File: src/rtl/psl_pkg.sv
// constants shared by both ends of the passive serial loader
// assumes a 25 MHz system clock on both ends
package psl_pkg;
    localparam int unsigned CLK_NS           = 40;     // sys_clk period
    localparam int unsigned CFG_REQ_LOW_US   = 2;      // least request low
    localparam int unsigned ST_LOW_MIN_US    = 268;    // least status pulse
    localparam int unsigned ST_LOW_MAX_US    = 1506;   // longest status pulse
    localparam int unsigned ST_TO_CLK_US     = 2;      // status high to clk
    localparam int unsigned CD2UM_MIN_US     = 175;    // done to user mode
    localparam int unsigned INIT_CYCLES      = 8576;   // startup clock count
    localparam int unsigned STRB_MIN_NS      = 250;    // strobe least width
    localparam int unsigned CF2CD_MAX_NS     = 600;    // request to low
    // cycle counts: least times round up
    localparam int unsigned CFG_REQ_LOW_CYC  =
        (CFG_REQ_LOW_US * 1000 + CLK_NS - 1) / CLK_NS;
    localparam int unsigned ST_LOW_CYC       =
        (ST_LOW_MIN_US * 1000 + CLK_NS - 1) / CLK_NS;
    localparam int unsigned ST_TO_CLK_CYC    =
        (ST_TO_CLK_US * 1000 + CLK_NS - 1) / CLK_NS;
    localparam int unsigned CD2UM_CYC        =
        (CD2UM_MIN_US * 1000 + CLK_NS - 1) / CLK_NS;
    localparam int unsigned STRB_MIN_CYC     =
        (STRB_MIN_NS + CLK_NS - 1) / CLK_NS;
    localparam int unsigned CF2CD_MAX_CYC    = CF2CD_MAX_NS / CLK_NS;
    localparam int unsigned CLK_HALF_CYC     = 2;      // host divider half
    localparam int unsigned CNT_W            = 20;     // timer width
    localparam int unsigned START_EDGES      = 2;      // extra falling edges
endpackage

File: src/rtl/psl_link_if.sv
// passive serial link between host and device
// assumes the bench resolves open-drain lines from the enables
`timescale 1ns/100ps
`default_nettype none
interface psl_link_if;
    logic cfg_req_n;        // host request, low starts a load
    logic status_n_o;       // device pulls status low
    logic status_n_oe;      // device drive enable of status
    logic status_n;         // resolved status line
    logic load_complete;    // device load complete
    logic serial_cfg_clk;   // host-driven serial clock
    logic serial_cfg_bit;   // host serial data
    logic user_startup_clk; // optional initialization clock
    modport dev  (input cfg_req_n, output status_n_o, output status_n_oe,
                  input status_n, output load_complete,
                  input serial_cfg_clk, input serial_cfg_bit,
                  input user_startup_clk);
    modport host (output cfg_req_n, input status_n, input load_complete,
                  output serial_cfg_clk, output serial_cfg_bit,
                  output user_startup_clk);
endinterface
`default_nettype wire

File: src/rtl/psl_device.sv
// device end of the passive serial loader: receives the bitstream
// assumes link pins are asynchronous and pass two flops before use
//
// Functional notes
// - user mode keeps request, status, done high
// - request low starts a new load
// - status low during power-on delay
// - load complete low until load done
// - host sends the whole bitstream
// - load complete rises after all bits
// - host gives two falling edges after done
// - host parks clock at fixed level
// - data pin released after configuration
// - init done low until initialization ends
// - done and status low within 600 ns
// - host holds request low 2 us
// - status low pulse 268 to 1506 us
// - status high by 1506 us after request
// - host waits after status high
// - sample data on rising clock edge
// - oscillator init: user mode 175-437 us
// - startup clock enabled, 8576 cycles
// - initialization takes 8576 clock cycles
// - startup clock used only when optioned
// - reconfigure strobe held 250 ns
// - watchdog reset strobe held 250 ns
`timescale 1ns/100ps
`default_nettype none
module psl_device
    import psl_pkg::*;
#(
    parameter int unsigned BITS       = 64,           // bitstream length
    parameter int unsigned POR_CYC    = ST_LOW_CYC,   // power-on delay
    parameter int unsigned STLOW_CYC  = ST_LOW_CYC,   // status pulse
    parameter int unsigned OSC_CYC    = CD2UM_CYC,    // oscillator init
    parameter int unsigned INIT_CNT   = INIT_CYCLES   // startup count
) (
    // clock, reset, enable
    input  wire logic          sys_clk,
    input  wire logic          arst_n,
    input  wire logic          clk_en,
    // link
    psl_link_if.dev            link,
    // options and user strobes
    input  wire logic          startup_clk_opt,
    input  wire logic          init_done_opt,
    input  wire logic          reconfig_strobe,
    input  wire logic          wdog_reset_strobe,
    // user side
    output logic               user_mode,
    output logic               init_done_n,
    output logic               data_pin_free,
    output logic               bit_valid,
    output logic               bit_value,
    output logic               wdog_kick
);
    typedef enum logic [2:0] {
        S_POR, S_CLEAR, S_LOAD, S_START, S_INIT, S_USER
    } psl_dev_st_t;

    typedef struct packed {
        psl_dev_st_t  st;        // main state
        logic [2:0]   req_s;     // request sync plus history
        logic [2:0]   clk_s;     // serial clock sync plus history
        logic [1:0]   dat_s;     // data sync
        logic [2:0]   usr_s;     // startup clock sync plus history
        logic [1:0]   stl_s;     // resolved status sync
        logic [CNT_W-1:0] cnt;   // general timer
        logic [CNT_W-1:0] bits;  // bits received
        logic [1:0]   falls;     // falling edges after done
        logic         st_low;    // status pulled low
        logic         done;      // load complete
        logic         bv;        // received bit strobe
        logic         bval;      // received bit
        logic [3:0]   rc_cnt;    // reconfigure strobe width
        logic [3:0]   wd_cnt;    // watchdog strobe width
        logic         wd_kick;   // watchdog kick pulse
    } psl_dev_t;

    psl_dev_t q, d;

    // width check for a strobe held high long enough
    function automatic logic [3:0] strb_cnt(input logic lvl,
                                            input logic [3:0] c);
        strb_cnt = !lvl ? 4'h0 : (c == 4'hf ? c : c + 4'h1);
    endfunction

    logic req_fall;   // request seen going low
    logic clk_rise;   // serial clock rising
    logic clk_fall;   // serial clock falling
    logic usr_rise;   // startup clock rising
    assign req_fall = q.req_s[2] & ~q.req_s[1];
    assign clk_rise = ~q.clk_s[2] & q.clk_s[1];
    assign clk_fall = q.clk_s[2] & ~q.clk_s[1];
    assign usr_rise = ~q.usr_s[2] & q.usr_s[1];

    // next state
    always_comb begin
        d = q;
        d.req_s = {q.req_s[1:0], link.cfg_req_n};
        d.clk_s = {q.clk_s[1:0], link.serial_cfg_clk};
        d.dat_s = {q.dat_s[0], link.serial_cfg_bit};
        d.usr_s = {q.usr_s[1:0], link.user_startup_clk};
        d.stl_s = {q.stl_s[0], link.status_n};
        d.bv = 1'b0;
        d.wd_kick = 1'b0;
        d.rc_cnt = strb_cnt(reconfig_strobe, q.rc_cnt);
        d.wd_cnt = strb_cnt(wdog_reset_strobe, q.wd_cnt);
        if (q.wd_cnt == 4'(STRB_MIN_CYC - 1) && wdog_reset_strobe) begin
            d.wd_kick = 1'b1;
        end
        case (q.st)
            S_POR: begin
                d.st_low = 1'b1;
                d.done = 1'b0;
                if (q.cnt >= CNT_W'(POR_CYC - 1)) begin
                    d.st = S_CLEAR;
                    d.cnt = '0;
                end else begin
                    d.cnt = q.cnt + 1'b1;
                end
            end
            S_CLEAR: begin
                d.st_low = 1'b1;
                if (q.cnt < CNT_W'(STLOW_CYC)) begin
                    d.cnt = q.cnt + 1'b1;
                end else if (q.req_s[1]) begin
                    d.st_low = 1'b0;
                    d.st = S_LOAD;
                    d.bits = '0;
                end
            end
            S_LOAD: begin
                // status held low outside delays the load
                if (clk_rise && q.stl_s[1]) begin
                    d.bv = 1'b1;
                    d.bval = q.dat_s[1];
                    d.bits = q.bits + 1'b1;
                    if (q.bits == CNT_W'(BITS - 1)) begin
                        d.done = 1'b1;
                        d.st = S_START;
                        d.falls = '0;
                        d.cnt = '0;
                    end
                end
            end
            S_START: begin
                if (clk_fall) begin
                    d.falls = q.falls + 1'b1;
                    if (q.falls == 2'(START_EDGES - 1)) begin
                        d.st = S_INIT;
                        d.cnt = '0;
                    end
                end
            end
            S_INIT: begin
                if (startup_clk_opt) begin
                    if (usr_rise) begin
                        d.cnt = q.cnt + 1'b1;
                    end
                    if (q.cnt >= CNT_W'(INIT_CNT)) begin
                        d.st = S_USER;
                    end
                end else begin
                    d.cnt = q.cnt + 1'b1;
                    if (q.cnt >= CNT_W'(OSC_CYC - 1)) begin
                        d.st = S_USER;
                    end
                end
            end
            S_USER: begin
                d.st_low = 1'b0;
                d.done = 1'b1;
                if (q.rc_cnt == 4'(STRB_MIN_CYC - 1) && reconfig_strobe) begin
                    d.st = S_CLEAR;
                    d.st_low = 1'b1;
                    d.done = 1'b0;
                    d.cnt = '0;
                end
            end
            default: begin
                d.st = S_POR;
            end
        endcase
        // request low restarts, lines low fast
        if (req_fall || (!q.req_s[1] && q.st != S_POR)) begin
            d.st = S_CLEAR;
            d.st_low = 1'b1;
            d.done = 1'b0;
            d.cnt = '0;
        end
    end

    // state register
    always_ff @(posedge sys_clk or negedge arst_n) begin
        if (!arst_n) begin
            q <= '{st: S_POR, req_s: 3'h7, st_low: 1'b1, default: '0};
        end else if (clk_en) begin
            q <= d;
        end
    end

    // outputs from flops, init done also gated by init_done_opt
    assign link.status_n_o   = 1'b0;
    assign link.status_n_oe  = q.st_low;
    assign link.load_complete = q.done;
    assign user_mode = (q.st == S_USER);
    // init done low from load done until user mode
    // only pulled low when optioned, else it idles high
    assign init_done_n = ~(init_done_opt & q.done & (q.st != S_USER));
    assign data_pin_free = (q.st == S_USER);
    assign bit_valid = q.bv;
    assign bit_value = q.bval;
    assign wdog_kick = q.wd_kick;
endmodule
`default_nettype wire

File: src/flat_wrapper.sv
// flat-port wrapper written by rule: the top's interface ports become plain ports
module psl_device_flat import psl_pkg::*;
#(
    parameter int unsigned BITS       = 64,                              
    parameter int unsigned POR_CYC    = ST_LOW_CYC,                    
    parameter int unsigned STLOW_CYC  = ST_LOW_CYC,                  
    parameter int unsigned OSC_CYC    = CD2UM_CYC,                      
    parameter int unsigned INIT_CNT   = INIT_CYCLES                   
)
  (sys_clk, arst_n, clk_en, startup_clk_opt, init_done_opt, reconfig_strobe, wdog_reset_strobe, user_mode, init_done_n, data_pin_free, bit_valid, bit_value, wdog_kick, link_cfg_req_n, link_status_n_o, link_status_n_oe, link_status_n, link_load_complete, link_serial_cfg_clk, link_serial_cfg_bit, link_user_startup_clk);
  psl_link_if link_i ();
  input  wire logic sys_clk;
  input  wire logic arst_n;
  input  wire logic clk_en;
  input  wire logic startup_clk_opt;
  input  wire logic init_done_opt;
  input  wire logic reconfig_strobe;
  input  wire logic wdog_reset_strobe;
  output logic user_mode;
  output logic init_done_n;
  output logic data_pin_free;
  output logic bit_valid;
  output logic bit_value;
  output logic wdog_kick;
  input wire logic [$bits(link_i.cfg_req_n)-1:0] link_cfg_req_n;
  output wire logic [$bits(link_i.status_n_o)-1:0] link_status_n_o;
  output wire logic [$bits(link_i.status_n_oe)-1:0] link_status_n_oe;
  input wire logic [$bits(link_i.status_n)-1:0] link_status_n;
  output wire logic [$bits(link_i.load_complete)-1:0] link_load_complete;
  input wire logic [$bits(link_i.serial_cfg_clk)-1:0] link_serial_cfg_clk;
  input wire logic [$bits(link_i.serial_cfg_bit)-1:0] link_serial_cfg_bit;
  input wire logic [$bits(link_i.user_startup_clk)-1:0] link_user_startup_clk;
  assign link_i.cfg_req_n = link_cfg_req_n;
  assign link_status_n_o = link_i.status_n_o;
  assign link_status_n_oe = link_i.status_n_oe;
  assign link_i.status_n = link_status_n;
  assign link_load_complete = link_i.load_complete;
  assign link_i.serial_cfg_clk = link_serial_cfg_clk;
  assign link_i.serial_cfg_bit = link_serial_cfg_bit;
  assign link_i.user_startup_clk = link_user_startup_clk;
  psl_device #(.BITS(BITS), .POR_CYC(POR_CYC), .STLOW_CYC(STLOW_CYC), .OSC_CYC(OSC_CYC), .INIT_CNT(INIT_CNT)) u_core (.sys_clk(sys_clk), .arst_n(arst_n), .clk_en(clk_en), .link(link_i), .startup_clk_opt(startup_clk_opt), .init_done_opt(init_done_opt), .reconfig_strobe(reconfig_strobe), .wdog_reset_strobe(wdog_reset_strobe), .user_mode(user_mode), .init_done_n(init_done_n), .data_pin_free(data_pin_free), .bit_valid(bit_valid), .bit_value(bit_value), .wdog_kick(wdog_kick));
endmodule
File: config.mk
export PLATFORM = sky130hd
export DESIGN_NAME = psl_device_flat
export DESIGN_NICKNAME = d
export VERILOG_FILES = /design/src/rtl/psl_pkg.sv /design/src/rtl/psl_link_if.sv /design/src/rtl/psl_device.sv /design/src/flat_wrapper.sv
export SDC_FILE = /design/constraint.sdc
export NUM_CORES = 1
export LEC_CHECK = 0
export ABC_AREA = 1
export BUFFER_PORTS_ARGS = -buffer_cell sky130_fd_sc_hd__buf_2
export CORE_ASPECT_RATIO = 1.1
export CORE_MARGIN = 2
export CORE_UTILIZATION = 56
export CTS_CLUSTER_SIZE = 40
export DETAILED_ROUTE_END_ITERATION = 6
export PLACE_DENSITY = 0.74
export RECOVER_POWER = 50
export SYNTH_ARGS = -nofsm -noshare
export SYNTH_HDL_FRONTEND = slang
export SYNTH_SLANG_ARGS = --single-unit
File: constraint.sdc
create_clock -name sys_clk -period 1.8 [get_ports sys_clk]
set_input_delay 0.09 -clock sys_clk [delete_from_list [all_inputs] [get_ports sys_clk]]
set_output_delay 0.09 -clock sys_clk [all_outputs]
set_load 0.03 [all_outputs]
---- Yosys cells after proc, flatten, opt, wreduce, memory -nomap -nowiden ----
Index checks and enable logic that the tools add are counted.
storage, ports and cells
  latch bits .............................. 0
  bits in writable memories ............... 0
  flip-flop bits (word level) ............. 71
  memories ................................ 0
  memory bits (read-only) ................. 0
cells by class
  mux-type cells .......................... 44
  div/mod/pow operators ................... 0
  $lt $le $gt $ge ......................... 4
  bitwise operators ....................... 11
  equal/unequal tests ..................... 31
  $add $sub $neg .......................... 5
  multipliers ............................. 0
  reductions and logical operators ........ 22
  shift operators ......................... 0
operator list
  operator                 count
  $mux W20                 11
  $pmux W20 S6             1
  $mux W42                 1
  $add A20 B1 Y20 const B  2
  $ge A20 B13 Y1 const B   2
  $pmux W20 S2             1
  $mux W3                  13
  $ne A3 B1 Y1 const B     8
  $eq A20 B6 Y1 const B    1
  $ge A20 B14 Y1 const B   1
  $lt A20 B13 Y1 const B   1
  $pmux W3 S6              1
  $mux W4                  4
  $ne A4 B2 Y1 const B     3
  $reduce_and A11 Y1       1
  $mux W2                  5
  $reduce_and A5 Y1        2
  $reduce_and A9 Y1        1
  $add A4 B1 Y4 const B    2
  $eq A4 B3 Y1 const B     2
  $eq A4 B4 Y1 const B     2
  $ne A2 B1 Y1 const B     4
  $reduce_bool A4 Y1       2
  $reduce_bool A7 Y1       1
  other kinds (21)         45

---- Longest topological paths before layout ----
  depth in word-level cells ............... 6
  gate-level depth with buffers ........... 14

---- Worst setup path before layout ----
No wires, ideal clock.
  path type ............................... flip-flop to flip-flop
  from .................................... register u_core.q[69] (netlist name)
  to ...................................... register u_core.q[48] (netlist name)
  slack ................................... -0.052 ns
  arrival ................................. 1.778 ns
  path buffers ............................ 2
  cell stages (with the launch flop) ...... 13
  library setup time ...................... 0.074 ns
  required time ........................... 1.726 ns
  cell sequence ........................... dfrtp_1 nor2_2 nand2_1 inv_1 o21ai_0 nand2b_1 nand2_1 inv_1 nand3_2 buf_4 buf_6 nand2_1 o21ai_2
between the ends
  elaborated cells on any way between the ends .. 20
  those cells by class .................... eq/ne: 12; mux: 2; reduce/logical: 6
RTL lines
  element                                                         RTL line            RTL
  start, declared                                                 psl_device.sv:80    psl_dev_t q, d;
  start signal, assigned                                          psl_device.sv:197   q <= '{st: S_POR, req_s: 3'h7, st_low: 1'b1, default: '0};
  start signal, assigned                                          psl_device.sv:199   q <= d;
  $eq A3 B3 Y1 *                                                  -
  via data_pin_free                                               flat_wrapper.sv:21  output logic data_pin_free;
  $reduce_bool A7 Y1 (no source line) (tied with other cells)     -
  $reduce_and A9 Y1 (no source line) or $mux W20 (tied branches)  -
Mark *: on every way through the listed nets, which the timed path passes. The rest lies on a longest branch.
A chain may end at the register's enable or synchronous reset.

---- Worst setup path after layout ----
  from .................................... register u_core.q[70] (netlist name)
  to ...................................... register u_core.q[37] (netlist name)
between the ends
  word-level cells in the longest chain between the ends .. 5
  elaborated cells on any way between the ends .. 20
  those cells by class .................... eq/ne: 12; mux: 2; reduce/logical: 6
ends and longest elaborated chain
  element                                                RTL line           RTL
  $reduce_bool A3 Y1                                     psl_device.sv:186  if (req_fall || (!q.req_s[1] && q.st != S_POR)) begin
  $logic_and A1 B1 Y1                                    psl_device.sv:186
  $logic_or A1 B1 Y1                                     psl_device.sv:186
  $ne A4 B2 Y1 (no source line) (tied with other cells)  -
  $reduce_and A9 Y1 (no source line)                     -
Several ways; a longest one is shown, not always the timed one.

==> flow_metrics.py <==
metrics = {
    "run_status": {
        "status": "complete, but fails checks",
        "violations": "negative setup slack",
    },
    "clocking": {
        "ctsLongestPathBuffers": 2,
        "clockRootBuffer": "clkbuf_8",
        "tritoncts": "yes",
        "clkLatencyLatePin_ns": 0.35,
        "cts_buffers": 9,
        "path_clk_slew_ns": 0.08,
        "clock-sinks": 71,
        "htree_num_levels": 3,
    },
    "sta": {
        "worst_pin_slew_ns": 1.346,
        "drv_slew": 0,
        "fin_worst_skew_ns": 0.008265,
        "maxSlewHeadroom": 0.1024,
        "rsz0062_at_grt": "yes",
        "setup_tns_ns": -0.06617,
        "finalCriticalPeriod_ns": 1.839,
        "finalWorstSetupSlack_ns": -0.03875,
        "period_share": 1.022,
        "max_freq_mhz": 543.8,
        "finalHoldViolCount": 0,
        "finalSetupViolations": 8,
    },
    "synthesis": {
        "yosysUniqueCellTypes": 36,
        "syn-num-nets": 686,
        "synth_cells": 666,
        "synth.most_common_cell": "nand2_1",
        "synthFlopType": "dfrtp_1",
        "syn_area_um2": 4619,
        "ys_seq_area_frac": 0.3857,
        "synth_top_area_share": 0.3629,
        "ys_seq_elements": 71,
        "syn_avg_cell_area_um2": 6.936,
        "yosysWarnings": 0,
        "synth_edf_count": 0,
        "yosys.area.top_type": "dfrtp_1",
        "synthTopCellsByCount": "nand2_1 (198), nor2_1 (76), dfrtp_1 (67)",
        "yosys-top-cells-area": "dfrtp_1 (36%), nand2_1 (16%), o21ai_0 (6.8%)",
        "synthArstFlopShare": 1.000,
    },
    "pwr": {
        "irDropWorstVdd_mv": 0.8579,
        "p_leak_nw": 2.883,
        "powerDensity_nw_per_um2": 1068,
    },
    "drt": {
        "drt_iter0_markers": 391,
        "vias": 4927,
        "ant_nets": 0,
        "post_drt_wl_per_cell_um": 14.78,
        "dr.pass1.iters": 5,
        "wl_mm": 13.05,
        "drcViolationCount": 0,
        "via_per_inst": 5.580,
    },
    "global_route": {
        "grt_pass1_wl_mm": 19.95,
        "grt_pass1_vias": 4429,
        "grt_max_degree": 35,
        "grt_use_total": 0.2706,
        "antenna_found_initial": 0,
        "grt-ovfl-total": 0,
    },
    "final_layout": {
        "diodes": 0,
        "layout-drive-gt1-share": 0.2787,
        "syn_to_final_growth_pct": 30.72,
        "fin_nets": 790,
        "final_cells": 883,
    },
    "place": {
        "hpwl_mm": 8.496,
        "pre_cts_ws_ns": -0.1145,
        "placedCellCount": 838,
        "port_buffers": 19,
        "gp_congestion": 0.9509,
    },
    "setup_path": {
        "crit_type": "reg -> reg",
        "crit_path_start_kind": "register",
        "cp_max_fo": 8,
        "critPathTopFamily": "simple AND/OR/NAND/NOR gates",
        "crit_chain": "nor2_4, nand2_4, o21ai_4, buf_6, nand2b_4, nand2_2, inv_2, nand3_4, buf_6, nand2_2, o21ai_1",
        "cp_data_arrival_time_ns": 2.12,
        "cp-end-kind": "register",
        "crit_slowest_cell": "dfrtp_2",
        "crit_required_ns": 2.08,
        "ff2ff_setup_slack_ns": -0.04,
        "crit_path_max_incr_delay_ns": 0.45,
        "path_buf_inv": 3,
    },
    "die": {
        "initial_utilization": 0.5807,
        "die_y_um": 99.26,
        "fp.dieArea_um2": 8992,
        "rows": 34,
        "pin_count": 21,
        "die_width_um": 90.60,
        "coreArea_um2": 7955,
    },
    "hold_path": {
        "min-delay-path-class": "in -> reg",
    },
    "job": {
        "drv_cap": 0,
    },
}
## cells in the final DEF, fill, tap and decap left out, drive strengths merged
| cell type | instances |
|---|---|
| nand3b | 3 |
| dlygate4sd3 | 6 |
| o211ai | 2 |
| clkinv | 1 |
| dfrtp | 67 |
| nand4 | 18 |
| buf | 108 |
| xor2 | 22 |
| nor2b | 1 |
| conb | 1 |
| a21oi | 8 |
| o31ai | 4 |
| xnor2 | 5 |
| a21o | 2 |
| nor2 | 80 |
| nor3b | 5 |
| o21ai | 76 |
| nand2 | 199 |
| clkinvlp | 3 |
| a31o | 2 |
| o22ai | 1 |
| inv | 65 |
| nand3 | 55 |
| nor3 | 14 |
| a32oi | 1 |
| nand2b | 1 |
| dfstp | 4 |
| ha | 8 |
| and2 | 1 |
| clkbuf | 12 |
## sequential cells by signal (all words and copies together) (netlist names)
name and count:
u_core.bit_valid 1, u_core.bit_value 1, u_core.d 8, u_core.link.load_complete 1, u_core.link.status_n_oe 1, u_core.q 58
u_core.wdog_kick 1
## power breakdown
group | internal, W | switching (W)
Sequential | 0.00182 | 0.000223
Clock | 0.000516 | 0.000683
Combinational | 0.00128 | 0.00193
Total | 0.00361 | 0.00284
## final cells by class
cell class              count  area [µm²]
multi-input cells         509        2760
clock buffers               9       123.9
fillers                   590        1917
flip-flops and latches     71        1788
well taps                 108       135.1
clock inverters             7       56.30
inverters                  62       240.2
repair buffers            117       934.6
## metal layers
| metal | wire length, µm | share of wire | track usage |
|---|---|---|---|
| met4 | 425 | 0.033 | 0.08639 |
| met1 | 5543 | 0.42 | 0.3600 |
| met5 | 0 | 0 | 0 |
| met3 | 690 | 0.053 | 0.03939 |
| met2 | 6395 | 0.49 | 0.4592 |
## what timing repair did
action / CTS / global route
gates cloned: 0 / 4
gates resized for setup: 10 / 104
endpoints found under the setup margin: 24 / 45
setup buffers: 0 / 19
hold buffers: 6 / 0
hold endpoints to repair: 25 / 0
pin swaps: 0 / 15
## cells by family after synthesis
family | Yosys count | share of synthesized area
adder cells (fa/ha/maj) | 8 | 0.02167
flip-flops | 71 | 0.3857
buffers and inverters | 86 | 0.07719
other | 1 | 0.0008118
AO/OA/AOI/OAI | 96 | 0.1167
AND/OR/NAND/NOR | 377 | 0.3467
XOR/XNOR | 27 | 0.05119
## through the flow
| stage | hold slack (ns) | total power [W] | cell area, µm² | util |
|---|---|---|---|---|
| 6_report | 0.01350 | 0.006449 | 6038 | 0.7590 |
| 5_1_grt | 0.04235 | 0.006823 | 6038 | 0.7590 |
| 4_1_cts | 0.01067 | 0.005665 | 5553 | 0.6980 |
| 3_5_place_dp | 0.1032 | 0.004420 | 5286 | 0.6645 |
| 3_3_place_gp | 0.1016 | 0.004329 | 5286 | 0.6645 |
| 2_1_floorplan | -0.2056 | 0.003581 | 4637 | - |
## path summary, 6_finish.rpt
kind | from | cells past startpoint | end
worst min-delay path | wdog_reset_strobe | 3 | u_core.q[1]$_DFFE_PN0P_
worst min register to register | u_core.bit_value$_DFFE_PN0P_ | 2 | u_core.bit_value$_DFFE_PN0P_
worst max register to register | u_core.q[70]$_DFFE_PN0P_ | 11 | u_core.q[37]$_DFFE_PN0P_
worst max-delay path | u_core.q[70]$_DFFE_PN0P_ | 11 | u_core.q[37]$_DFFE_PN0P_
max in group asynchronous | arst_n | 3 | u_core.q[39]$_DFFE_PN0P_
min in group asynchronous | arst_n | 2 | u_core.q[23]$_DFFE_PN0P_
## worst register-to-register path, stage by stage, from the launching register on
cell and delay (ns):
dfrtp_2 0.45, nor2_4 0.15, nand2_4 0.08, o21ai_4 0.25
buf_6 0.15, nand2b_4 0.06, nand2_2 0.07, inv_2 0.04
nand3_4 0.17, buf_6 0.17, nand2_2 0.08, o21ai_1 0.09
(Power assumes the default switching activity.)
